[src/hw/pdmap_params.svh]
/*
 * Constants of the holding-register map and process-data mapper.
 * Assumes a request framer that has already decoded the serial frames.
 */
`ifndef PDMAP_PARAMS_SVH
`define PDMAP_PARAMS_SVH

// ----------------------------------------------------------------
// Register offsets
// ----------------------------------------------------------------
`define REG_WPD_BASE 16'h0000
`define REG_RPD_BASE 16'h1000
`define REG_FAULT    16'h5005
`define REG_UNIT     16'h5100
`define REG_OFFL     16'h5101
`define REG_WCNT     16'h5102
`define REG_RCNT     16'h5103
`define REG_NODE     16'h5200
`define REG_COMM     16'h5201

// ----------------------------------------------------------------
// Register values and resets
// ----------------------------------------------------------------
`define UNIT_8       16'h0004
`define UNIT_16      16'h0005
`define OFFL_CLEAR   16'h0000
`define OFFL_KEEP    16'h0001
`define CNT_RESET    16'h0000
`define SW_RESET     16'h0000

// ----------------------------------------------------------------
// Module states, function codes, exception codes
// ----------------------------------------------------------------
`define ST_SETUP     3'h0
`define ST_ACTIVE    3'h4
`define FC_RD_HOLD   8'h03
`define FC_RD_INPUT  8'h04
`define FC_WR_SINGLE 8'h06
`define FC_WR_MULTI  8'h10
`define FC_RD_WR     8'h17
`define FC_MOD_CMD   8'h46
`define EXC_ILL_FUNC 8'h01
`define EXC_NONE     8'h00
`define EXC_FIRST    8'h01
`define EXC_LAST     8'h0c

// ----------------------------------------------------------------
// Sizes
// ----------------------------------------------------------------
`define PD_WORDS     4
`define PD_IDX_W     2
`define FIFO_DEPTH   8

`endif

[src/hw/pdmap_pkg.sv]
/*
 * Types shared by the mapper and its buffer.
 * Assumes pdmap_params.svh is on the include path.
 */
package pdmap_pkg;

    // ----------------------------------------------------------------
    // Request and answer of one register access, module command, process-data words
    // ----------------------------------------------------------------
    typedef struct packed {
        logic        valid;
        logic        write;
        logic [7:0]  func;
        logic [15:0] addr;
        logic [15:0] wdata;
    } req_s;

    typedef struct packed {
        logic        valid;
        logic        exc;
        logic [7:0]  exc_code;
        logic [15:0] rdata;
    } rsp_s;

    typedef struct packed {
        logic        valid;
        logic [15:0] data;
    } cmd_s;

    typedef logic [3:0][15:0] pd_words_t;

endpackage

[src/hw/pdata_fifo.sv]
/*
 * Word FIFO between the network receive side and the read staging area.
 * Assumes a single clock; in_ready and out_valid are registered flags.
 */
`timescale 1ns/1ps
`default_nettype none

module pdata_fifo
    import pdmap_pkg::*;
#(
    parameter int WIDTH = 16,
    parameter int DEPTH = 8
)(
    input  wire logic             clk,
    input  wire logic             sys_rst,
    input  wire logic             in_valid,
    output var  logic             in_ready,
    input  wire logic [WIDTH-1:0] in_data,
    output var  logic             out_valid,
    input  wire logic             out_ready,
    output var  logic [WIDTH-1:0] out_data
);
    localparam int AW = $clog2(DEPTH);

    typedef struct packed {
        logic [DEPTH-1:0][WIDTH-1:0] mem;
        logic [AW-1:0]               wp;
        logic [AW-1:0]               rp;
        logic [AW:0]                 cnt;
        logic                        room;
        logic                        avail;
    } fifo_s;

    fifo_s st;
    fifo_s next_st;
    logic  push;
    logic  pop;

    assign push      = in_valid && st.room;
    assign pop       = out_ready && st.avail;
    assign in_ready  = st.room;
    assign out_valid = st.avail;
    assign out_data  = st.mem[st.rp];

    always_comb
    begin
        next_st = st;
        if (push)
        begin
            next_st.mem[st.wp] = in_data;
            next_st.wp = st.wp + 1'b1;
        end
        if (pop)
            next_st.rp = st.rp + 1'b1;
        next_st.cnt = st.cnt + {{AW{1'b0}}, push} - {{AW{1'b0}}, pop};
        next_st.room  = (next_st.cnt != (AW+1)'(DEPTH));
        next_st.avail = (next_st.cnt != '0);
    end

    always_ff @(posedge clk)
    begin
        if (sys_rst)
        begin
            st      <= '0;
            st.room <= 1'b1;
        end
        else
            st <= next_st;
    end
endmodule

`default_nettype wire

[src/hw/modbus_param_and_pdata_map.sv]
/*
 * Holding-register map and process-data mapper of the serial slave.
 * Assumes an upstream framer that turns each frame into one-register requests
 * and a network side that streams process-data words in wire byte order.
 */
`timescale 1ns/1ps
`default_nettype none
`include "pdmap_params.svh"

module modbus_param_and_pdata_map
    import pdmap_pkg::*;
(
    input  wire logic        clk,
    input  wire logic        sys_rst,
    input  wire req_s        req,
    output var  rsp_s        rsp,
    output var  cmd_s        cmd,
    input  wire logic [2:0]  mod_state,
    input  wire logic [7:0]  fault_code,
    input  wire logic        net_big_endian,
    input  wire logic [15:0] net_max_wr,
    input  wire logic [15:0] net_max_rd,
    input  wire logic        net_valid,
    output var  logic        net_ready,
    input  wire logic [15:0] net_data,
    output var  logic        tx_valid,
    output var  logic [63:0] tx_data,
    output var  logic        pd_type_16,
    output var  logic [15:0] wr_param_count,
    output var  logic [15:0] rd_param_count,
    output var  logic [15:0] node_address,
    output var  logic [15:0] comm_setting
);

    // ----------------------------------------------------------------
    // State
    // ----------------------------------------------------------------
    typedef struct packed {
        logic                 unit16;
        logic                 offline_keep;
        logic [15:0]          wr_cnt;
        logic [15:0]          rd_cnt;
        logic [15:0]          node;
        logic [15:0]          comm;
        logic [7:0]           fault;
        pd_words_t            wpd;
        pd_words_t            stage;
        pd_words_t            snap;
        logic [`PD_IDX_W-1:0] stage_wp;
        logic                 stage_full;
        logic                 prev_setup;
        rsp_s                 rsp;
        cmd_s                 cmd;
        logic                 tx_valid;
        logic [63:0]          tx_data;
    } map_s;

    map_s        st;
    map_s        next_st;
    logic        fifo_valid;
    logic [15:0] fifo_data;
    logic        drain;
    logic        in_setup;
    logic        online;

    // ----------------------------------------------------------------
    // Helpers
    // ----------------------------------------------------------------
    // The swap is its own inverse, so one function serves both directions.
    function automatic logic [15:0] to_net(input logic [15:0] w, input logic u16,
                                           input logic big);
        to_net = (u16 && big) ? w : {w[7:0], w[15:8]};
    endfunction

    function automatic logic in_area(input logic [15:0] a, input logic [15:0] base);
        in_area = (a[15:`PD_IDX_W] == base[15:`PD_IDX_W]);
    endfunction

    function automatic logic func_ok(input logic [7:0] f);
        func_ok = (f == `FC_RD_HOLD) || (f == `FC_RD_INPUT) || (f == `FC_WR_SINGLE) ||
                  (f == `FC_WR_MULTI) || (f == `FC_RD_WR) || (f == `FC_MOD_CMD);
    endfunction

    // ----------------------------------------------------------------
    // Receive buffer
    // ----------------------------------------------------------------
    // The staging area stops draining once it holds a whole frame, so, when online or when offline with the keep action, a host
    // that never reads the first word lets the buffer fill and stalls the net.
    pdata_fifo #(
        .WIDTH (16),
        .DEPTH (`FIFO_DEPTH)
    ) pdata_fifo_inst (
        .clk       (clk),
        .sys_rst   (sys_rst),
        .in_valid  (net_valid),
        .in_ready  (net_ready),
        .in_data   (net_data),
        .out_valid (fifo_valid),
        .out_ready (drain),
        .out_data  (fifo_data)
    );

    assign drain    = !st.stage_full;
    assign in_setup = (mod_state == `ST_SETUP);
    assign online   = (mod_state == `ST_ACTIVE);

    // ----------------------------------------------------------------
    // Next state
    // ----------------------------------------------------------------
    always_comb
    begin
        next_st = st;
        next_st.rsp = '0;
        next_st.cmd.valid = 1'b0;
        next_st.tx_valid = 1'b0;
        next_st.prev_setup = in_setup;
        if (fault_code >= `EXC_FIRST && fault_code <= `EXC_LAST)
            next_st.fault = fault_code;
        else
            next_st.fault = `EXC_NONE;

        if (st.prev_setup && !in_setup)
        begin
            if (st.wr_cnt > net_max_wr)
                next_st.wr_cnt = net_max_wr;
            if (st.rd_cnt > net_max_rd)
                next_st.rd_cnt = net_max_rd;
        end

        if (drain && fifo_valid)
        begin
            next_st.stage[st.stage_wp] = to_net(fifo_data, st.unit16, net_big_endian);
            next_st.stage_wp = st.stage_wp + 1'b1;
            if (&st.stage_wp)
                next_st.stage_full = 1'b1;
        end

        if (req.valid)
        begin
            next_st.rsp.valid = 1'b1;
            if (!func_ok(req.func))
            begin
                next_st.rsp.exc = 1'b1;
                next_st.rsp.exc_code = `EXC_ILL_FUNC;
            end
            else if (req.func == `FC_MOD_CMD)
            begin
                next_st.cmd.valid = req.write;
                next_st.cmd.data = req.wdata;
            end
            else if (req.write)
            begin
                // Writes never raise an error, whatever they hit.
                if (in_area(req.addr, `REG_WPD_BASE))
                begin
                    next_st.wpd[req.addr[`PD_IDX_W-1:0]] = req.wdata;
                    next_st.tx_valid = &req.addr[`PD_IDX_W-1:0];
                end
                else if (req.addr == `REG_NODE)
                    next_st.node = req.wdata;
                else if (req.addr == `REG_COMM)
                    next_st.comm = req.wdata;
                else if (in_setup)
                begin
                    case (req.addr)
                        `REG_UNIT:
                        begin
                            if (req.wdata == `UNIT_16)
                                next_st.unit16 = 1'b1;
                            else if (req.wdata == `UNIT_8)
                                next_st.unit16 = 1'b0;
                        end
                        `REG_OFFL:
                        begin
                            if (req.wdata == `OFFL_KEEP)
                                next_st.offline_keep = 1'b1;
                            else if (req.wdata == `OFFL_CLEAR)
                                next_st.offline_keep = 1'b0;
                        end
                        `REG_WCNT: next_st.wr_cnt = req.wdata;
                        `REG_RCNT: next_st.rd_cnt = req.wdata;
                        default: next_st.rsp.exc = 1'b0;
                    endcase
                end
            end
            else
            begin
                if (in_area(req.addr, `REG_WPD_BASE))
                    next_st.rsp.rdata = st.wpd[req.addr[`PD_IDX_W-1:0]];
                else if (req.addr == `REG_RPD_BASE)
                begin
                    next_st.snap = st.stage;
                    next_st.stage_full = 1'b0;
                    next_st.rsp.rdata = st.stage[0];
                end
                else if (in_area(req.addr, `REG_RPD_BASE))
                    next_st.rsp.rdata = st.snap[req.addr[`PD_IDX_W-1:0]];
                else
                begin
                    case (req.addr)
                        `REG_FAULT: next_st.rsp.rdata = {8'h00, st.fault};
                        `REG_UNIT:  next_st.rsp.rdata = st.unit16 ? `UNIT_16 : `UNIT_8;
                        `REG_OFFL:  next_st.rsp.rdata = st.offline_keep ? `OFFL_KEEP : `OFFL_CLEAR;
                        `REG_WCNT:  next_st.rsp.rdata = st.wr_cnt;
                        `REG_RCNT:  next_st.rsp.rdata = st.rd_cnt;
                        `REG_NODE:  next_st.rsp.rdata = st.node;
                        `REG_COMM:  next_st.rsp.rdata = st.comm;
                        default:    next_st.rsp.rdata = 16'h0000;
                    endcase
                end
            end
        end

        if (next_st.tx_valid)
        begin
            // Nothing goes out before the last word lands, keeping the frame whole.
            next_st.tx_data = {to_net(next_st.wpd[0], st.unit16, net_big_endian),
                               to_net(next_st.wpd[1], st.unit16, net_big_endian),
                               to_net(next_st.wpd[2], st.unit16, net_big_endian),
                               to_net(next_st.wpd[3], st.unit16, net_big_endian)};
        end

        if (!online && !st.offline_keep)
        begin
            next_st.stage = '0;
            next_st.snap = '0;
            next_st.stage_wp = '0;
            next_st.stage_full = 1'b0;
        end
    end

    // ----------------------------------------------------------------
    // Registers
    // ----------------------------------------------------------------
    always_ff @(posedge clk)
    begin
        if (sys_rst)
        begin
            st <= '0;
            st.unit16 <= 1'b0;
            st.offline_keep <= 1'b1;
            st.wr_cnt <= `CNT_RESET;
            st.rd_cnt <= `CNT_RESET;
            st.node <= `SW_RESET;
            st.comm <= `SW_RESET;
            st.prev_setup <= 1'b1;
        end
        else
            st <= next_st;
    end

    assign rsp            = st.rsp;
    assign cmd            = st.cmd;
    assign tx_valid       = st.tx_valid;
    assign tx_data        = st.tx_data;
    assign pd_type_16     = st.unit16;
    assign wr_param_count = st.wr_cnt;
    assign rd_param_count = st.rd_cnt;
    assign node_address   = st.node;
    assign comm_setting   = st.comm;
endmodule

`default_nettype wire

[config.mk]
export PLATFORM = sky130hd
export DESIGN_NAME = modbus_param_and_pdata_map
export DESIGN_NICKNAME = d
export VERILOG_FILES = /design/src/hw/pdmap_pkg.sv /design/src/hw/pdata_fifo.sv /design/src/hw/modbus_param_and_pdata_map.sv
export VERILOG_INCLUDE_DIRS = /design/src /design/src/hw
export SDC_FILE = /design/constraint.sdc
export NUM_CORES = 1
export LEC_CHECK = 0
export ABC_AREA = 1
export BUFFER_PORTS_ARGS = -buffer_cell sky130_fd_sc_hd__buf_4
export CORE_ASPECT_RATIO = 0.8
export CORE_MARGIN = 2
export CORE_UTILIZATION = 40
export DETAILED_ROUTE_END_ITERATION = 16
export HOLD_SLACK_MARGIN = 0.12
export SKIP_CTS_REPAIR_TIMING = 1
export SKIP_LAST_GASP = 1
export SYNTH_ARGS = -nofsm -noshare
export SYNTH_HDL_FRONTEND = slang
export SYNTH_SLANG_ARGS = --single-unit
[constraint.sdc]
create_clock -name clk -period 3.3 [get_ports clk]
set_clock_uncertainty 0.2 [all_clocks]
set_input_delay 0.495 -clock clk [delete_from_list [all_inputs] [get_ports clk]]
set_output_delay 0.495 -clock clk [all_outputs]
set_load 0.01 [all_outputs]
==> results of run 1 <==
==> per-stage QoR <==
stage / power, mW / cells / area, um^2
6_report: 16.3 / 4555 / 28700
5_1_grt: 17.1 / 4551 / 28700
4_1_cts: 16.3 / 4491 / 28100
2_1_floorplan: 8.85 / 3599 / 24700
3_3_place_gp: 10.1 / 4397 / 26300
3_5_place_dp: 10.1 / 4397 / 26300
==> state kept, by name, indices dropped and copies added (netlist names) <==
register	count
wr_param_count	16
rsp	18
pd_type_16	1
comm_setting	16
st	197
rd_param_count	16
tx_valid	1
node_address	16
pdata_fifo_inst.st	138
pdata_fifo_inst.in_ready	1
cmd	17
tx_data	64
pdata_fifo_inst.out_valid	1
==> layout make-up <==
cell class	instances	area (um^2)
sequential	502	10100
tap	830	1040
clock buffer	69	1500
inverter	383	1450
timing repair buffer	412	3360
clock inverter	25	279
antenna	4	10.0
fill	6282	32400
multi-input combinational	2330	11000
==> worst max path at each step <==
stage / startpoint / endpoint / slack [ns] / cells past startpoint
final: pdata_fifo_inst.st[6]$_SDFFE_PP0P_ / st[232]$_SDFFE_PP0P_ / 0.66 / 7
after global routing: pdata_fifo_inst.st[6]$_SDFFE_PP0P_ / st[221]$_SDFFE_PP0P_ / 0.45 / 11
after CTS: pdata_fifo_inst.st[6]$_SDFFE_PP0P_ / st[232]$_SDFFE_PP0P_ / 0.63 / 7
after detailed placement: req[29] / comm_setting[15]$_SDFFE_PP0P_ / 0.34 / 8
after global placement: req[32] / tx_data[47]$_SDFFE_PP0P_ / 0.41 / 15
after floorplan: net_max_wr[1] / wr_param_count[10]$_SDFF_PP0_ / 0.88 / 14
==> where the power goes <==
part           leakage (nW)  internal, mW  switching, mW
clock                 0.891          3.58           2.64
sequential             4.06          6.49          0.254
combinational          8.25          1.11           2.24
==> cells in the final DEF, fill, tap and decap left out, types with 53 or more instances in the layout <==
master / n
a21oi_1: 295
buf_4: 343
clkbuf_16: 53
dfxtp_1: 500
dlygate4sd3_1: 60
inv_1: 362
nand2_1: 659
nand3_1: 148
nor2_1: 516
o21ai_0: 420
==> worst max-delay path, stage by stage, from the launching register on <==
cell	delay, ns
dfxtp_2	0.71
buf_4	0.36
o21ai_0	0.11
o21ai_0	0.29
nand2_1	0.15
a31oi_1	0.50
o21ai_0	0.15
inv_1	0.09
==> layer usage <==
layer,vias up,GRT usage [%],share of wire (%)
met1,10800,38.2,47
li1,11600,-,-
met3,135,5.40,9.3
met4,4,6.88,2.0
met5,-,0,0.033
met2,959,38.3,42
==> kinds of logic after synthesis <==
| logic type | synth area share, % |
|---|---|
| mux | 0.0406 |
| simple gates | 23.4 |
| compound gates | 18.6 |
| fa+ha+maj | 2.21 |
| flops | 40.7 |
| buf+inv | 14.9 |
| other cells | 0.0152 |
| xor+xnor | 0.107 |
==> impl_metrics.ini, run 1 <==
[status]
status = finished clean

[synth]
synth.top_cells.by_count = nand2_1 (659), nor2_1 (516), dfxtp_1 (502), o21ai_0 (420), inv_1 (364)
synth_seq_area_share_pct = 40.7
async_flop_share_pct = 0
ys_seq_elements = 502
synth.cell_area_mm2 = 0.0247
synth_edf_count = 0
yosysMostFrequentCell = nand2_1
synth-main-ff-cell = dfxtp_1
synth_area_leader_cell = dfxtp_1
synth_top_cells_by_area = dfxtp_1 (41%), nand2_1 (10%), o21ai_0 (8.5%)
syn-instance-count = 3589
ys_types = 55
avgSynthCellArea_um2 = 6.88
yosysWarnings = 0
netlist.area_leader.share_pct = 40.7

[placed_design]
place_hpwl_um = 60300
io_buffer_count = 271
dp_slack_ns = 0.345
place.gp.congestion = 0.940

[pwr]
powerDensity_mw_per_mm2 = 569
power.leakage_nw = 13.2
ir_drop_mv = 0.444

[worst_setup_path]
end_kind = flop
ff2ff_path_depth = 7
cp_data_required_time_ns = 3.67
crit_arrival_ns = 3.01
worstReg2RegEnd = st[232]$_SDFFE_PP0P_
path_class = flop to flop
startpoint_type = flop
rrSetupSlack_ns = 0.66
path_max_fanout = 34
r2r_start = pdata_fifo_inst.st[6]$_SDFFE_PP0P_

[routing]
wl_per_cell_um = 18.8
first_pass_iters = 6
wl_um = 85700
route.detailed.drc = 0
vias = 23400
first_iter_violations = 2324
antenna_left = 0
via_per_inst = 5.14

[timing]
hold_viol = 0
tightest_slew_ns = 1.19
max_freq_mhz = 379
rsz0062_at_grt = no
setup_tns_ns = 0
setup_viol = 0
holdWs_ns = 0.0388
period_needed_ns = 2.64
slew_headroom_pct = 20.8
drv_slew = 0
setup_ws_ns = 0.661
fin_crit_sh_pct = 80.0

[clock_network]
clk-insertion-delay-late_ns = 0.62
htreeDepth = 2
cts_buffers = 53
path_clk_slew_ns = 0.06
clock-root-buffer = clkbuf_16
cts_tree = yes
numClockSinks = 502
clockBufferDepth = 3

[floorplanning]
initial_core_util_pct = 40.4
io_pins = 279
die_w_um = 282
die_area_mm2 = 0.0637
rows = 81
die_height_um = 226
core_area_mm2 = 0.0611

[worst_hold_path]
hold_depth = 5
hold_class = primary input to flop
hold_path.startpoint = net_max_rd[10]
min_to = rd_param_count[10]$_SDFF_PP0_

[run]
cap_violations = 0

[global_route]
grt_remaining_overflow = 0
grt_pass1_wl_um = 127000
grt_pass1_vias = 21000
track_usage_pct = 26.0
antenna_found_initial = 5
grt_max_degree = 87

[final_layout]
num-nets-final = 3830
final_util_pct = 46.9
area_delta_synth_final_pct = 16.2
drive_gt1_share_pct = 13.6
(Power assumes the default switching activity.)
==> run 2: changes to the inputs <==
- ABC_AREA: 1 -> 0
- clock period: 3.3 -> 2.75 ns (I/O delays scaled with it)
==> impl_metrics.ini, run 2 <==
[synth]
synth_seq_area_share_pct = 43.2
ys_types = 65
synth_area_leader_cell = dfxtp_1
async_flop_share_pct = 0
synth.top_cells.by_count = nand2_1 (526), dfxtp_1 (498), nor2_1 (341), a21oi_1 (293), buf_4 (171)
ys_seq_elements = 498
netlist.area_leader.share_pct = 43.2
syn-instance-count = 2686
yosysWarnings = 0
synth.cell_area_mm2 = 0.0231
yosysMostFrequentCell = nand2_1
avgSynthCellArea_um2 = 8.60
synth_top_cells_by_area = dfxtp_1 (43%), nand2_1 (8.6%), mux2i_1 (7.0%)
synth-main-ff-cell = dfxtp_1
synth_edf_count = 0

[worst_setup_path]
end_kind = flop
worstReg2RegEnd = wr_param_count[10]$_SDFF_PP0_
path_class = primary input to flop
rrSetupSlack_ns = 0.29
startpoint_type = primary input
r2r_start = wr_param_count[15]$_SDFF_PP0_
cp_data_required_time_ns = 3.04
ff2ff_path_depth = 9
crit_arrival_ns = 2.84
path_max_fanout = 7

[floorplanning]
core_area_mm2 = 0.0569
die_area_mm2 = 0.0597
io_pins = 279
initial_core_util_pct = 40.6
die_w_um = 273
die_height_um = 219
rows = 78

[clock_network]
clk-insertion-delay-late_ns = 0.63
cts_tree = yes
clock-root-buffer = clkbuf_16
htreeDepth = 2
numClockSinks = 498
clockBufferDepth = 3
path_clk_slew_ns = 0.06
cts_buffers = 52

[placed_design]
placed_cells = 3495
io_buffer_count = 271
place.gp.congestion = 0.922
place_hpwl_um = 55000

[final_layout]
fin_cells = 3667
num_antenna_cells = 0
final_common_cell = nand2_1
area_delta_synth_final_pct = 21.5
layout_common_cells = nand2_1 (525), dfxtp_1 (497), buf_4 (392)
num-nets-final = 3014
top_register = st
largest_reg_flops = 193
drive_gt1_share_pct = 21.1

[routing]
antenna_left = 0
wl_um = 78700
via_per_inst = 5.49
vias = 20100
route.detailed.drc = 0
first_iter_violations = 2147
first_pass_iters = 6
wl_per_cell_um = 21.5

[global_route]
grt_pass1_wl_um = 115000
track_usage_pct = 25.4
antenna_found_initial = 1
grt_max_degree = 170
grt_remaining_overflow = 0
grt_pass1_vias = 18500

[timing]
hold_viol = 0
setup_viol = 0
rsz0062_at_grt = no
setup_tns_ns = 0
drv_slew = 0
fin_crit_sh_pct = 93.0
slew_headroom_pct = 28.2
max_freq_mhz = 391
period_needed_ns = 2.56
tightest_slew_ns = 1.08

[pwr]
seqPwrFrac_pct = 43.2
ir_drop_mv = 0.448
p_clk_share_pct = 41.5
internal_power_mw = 12.7
p_switching_mw = 4.89
power_switching_share_pct = 27.8
power.leakage_nw = 11.1
combPwrFrac_pct = 15.4
powerDensity_mw_per_mm2 = 628
finalPower_mw = 17.6

[run]
cap_violations = 0

[worst_hold_path]
hold_class = primary input to flop
hold_depth = 3
hold_path.startpoint = mod_state[1]
min_to = st[108]$_SDFF_PP1_

[status]
status = finished clean
run 2: per-stage QoR:
| step | area [um^2] | setup WS, ns | utilization (%) | hold slack [ns] |
|---|---|---|---|---|
| 2_1_floorplan | 23200 | 0.0137 | - | 0.233 |
| 3_5_place_dp | 25500 | -0.213 | 44.8 | 0.244 |
| 5_1_grt | 28100 | 0.00575 | 49.3 | 0.136 |
| 4_1_cts | 27300 | 0.269 | 48.0 | -0.189 |
| 3_3_place_gp | 25500 | -0.233 | 44.8 | 0.238 |
| 6_report | 28100 | 0.194 | 49.3 | 0.136 |
run 2: routing by layer:
metal / vias up / track usage [%] / routed length (um)
met3: 110 / 5.09 / 7450
met2: 923 / 38.2 / 33900
met1: 9748 / 36.9 / 35500
met4: 0 / 6.67 / 1820
met5: - / 0 / 0
li1: 9358 / - / -
run 2: critical path, stage by stage:
cell and delay (ns):
dlygate4sd3_1 0.53, buf_4 0.13, inv_1 0.04, ha_1 0.27, nand4_1 0.12, nor4_1 0.46, a21boi_0 0.23, buf_4 0.15
o31ai_4 0.06, buf_4 0.20, mux2i_1 0.15, o2bb2ai_1 0.08
run 2: cell type report:
class	instances	area, um^2
inverters	45	169
well taps	760	951
clock inverters	16	195
clock buffers	79	1590
fillers	5284	28800
flip-flops and latches	498	9970
multi-input cells	1772	10900
repair buffers	497	4270
run 2: cells by family (layout without fill, tap and decap cells):
group,after synthesis,in the layout,synth area share (%)
muxes,242,242,13.5
other,1,11,0.0162
buffers and inverters,426,637,9.95
xor gates and xnor gates,9,9,0.341
AOI/OAI and AO/OA,478,478,13.0
and+or+nand+nor,989,989,17.6
adders and majority gates,43,43,2.36
DFF,498,498,43.2
run 2: worst max-delay path by stage:
stage,from,end,slack [ns],depth (start not counted)
after CTS,wr_param_count[15]$_SDFF_PP0_,wr_param_count[7]$_SDFF_PP0_,0.27,9
after global placement,req[19],pd_type_16$_SDFFE_PP0P_,-0.23,7
after global routing,net_max_wr[12],wr_param_count[7]$_SDFF_PP0_,0.006,12
final,net_max_wr[12],wr_param_count[10]$_SDFF_PP0_,0.19,12
after detailed placement,req[19],pd_type_16$_SDFFE_PP0P_,-0.21,7
after floorplan,req[21],pd_type_16$_SDFFE_PP0P_,0.01,6
run 2: power by group through the flow:
stage	Combinational (mW)	Clock, mW	Sequential (mW)
CTS	2.61	7.39	7.60
finish	2.71	7.30	7.61
floorplan	1.65	0	7.69
global placement	2.54	0	7.74
global route	2.94	7.73	7.62
detailed placement	2.60	0	7.76
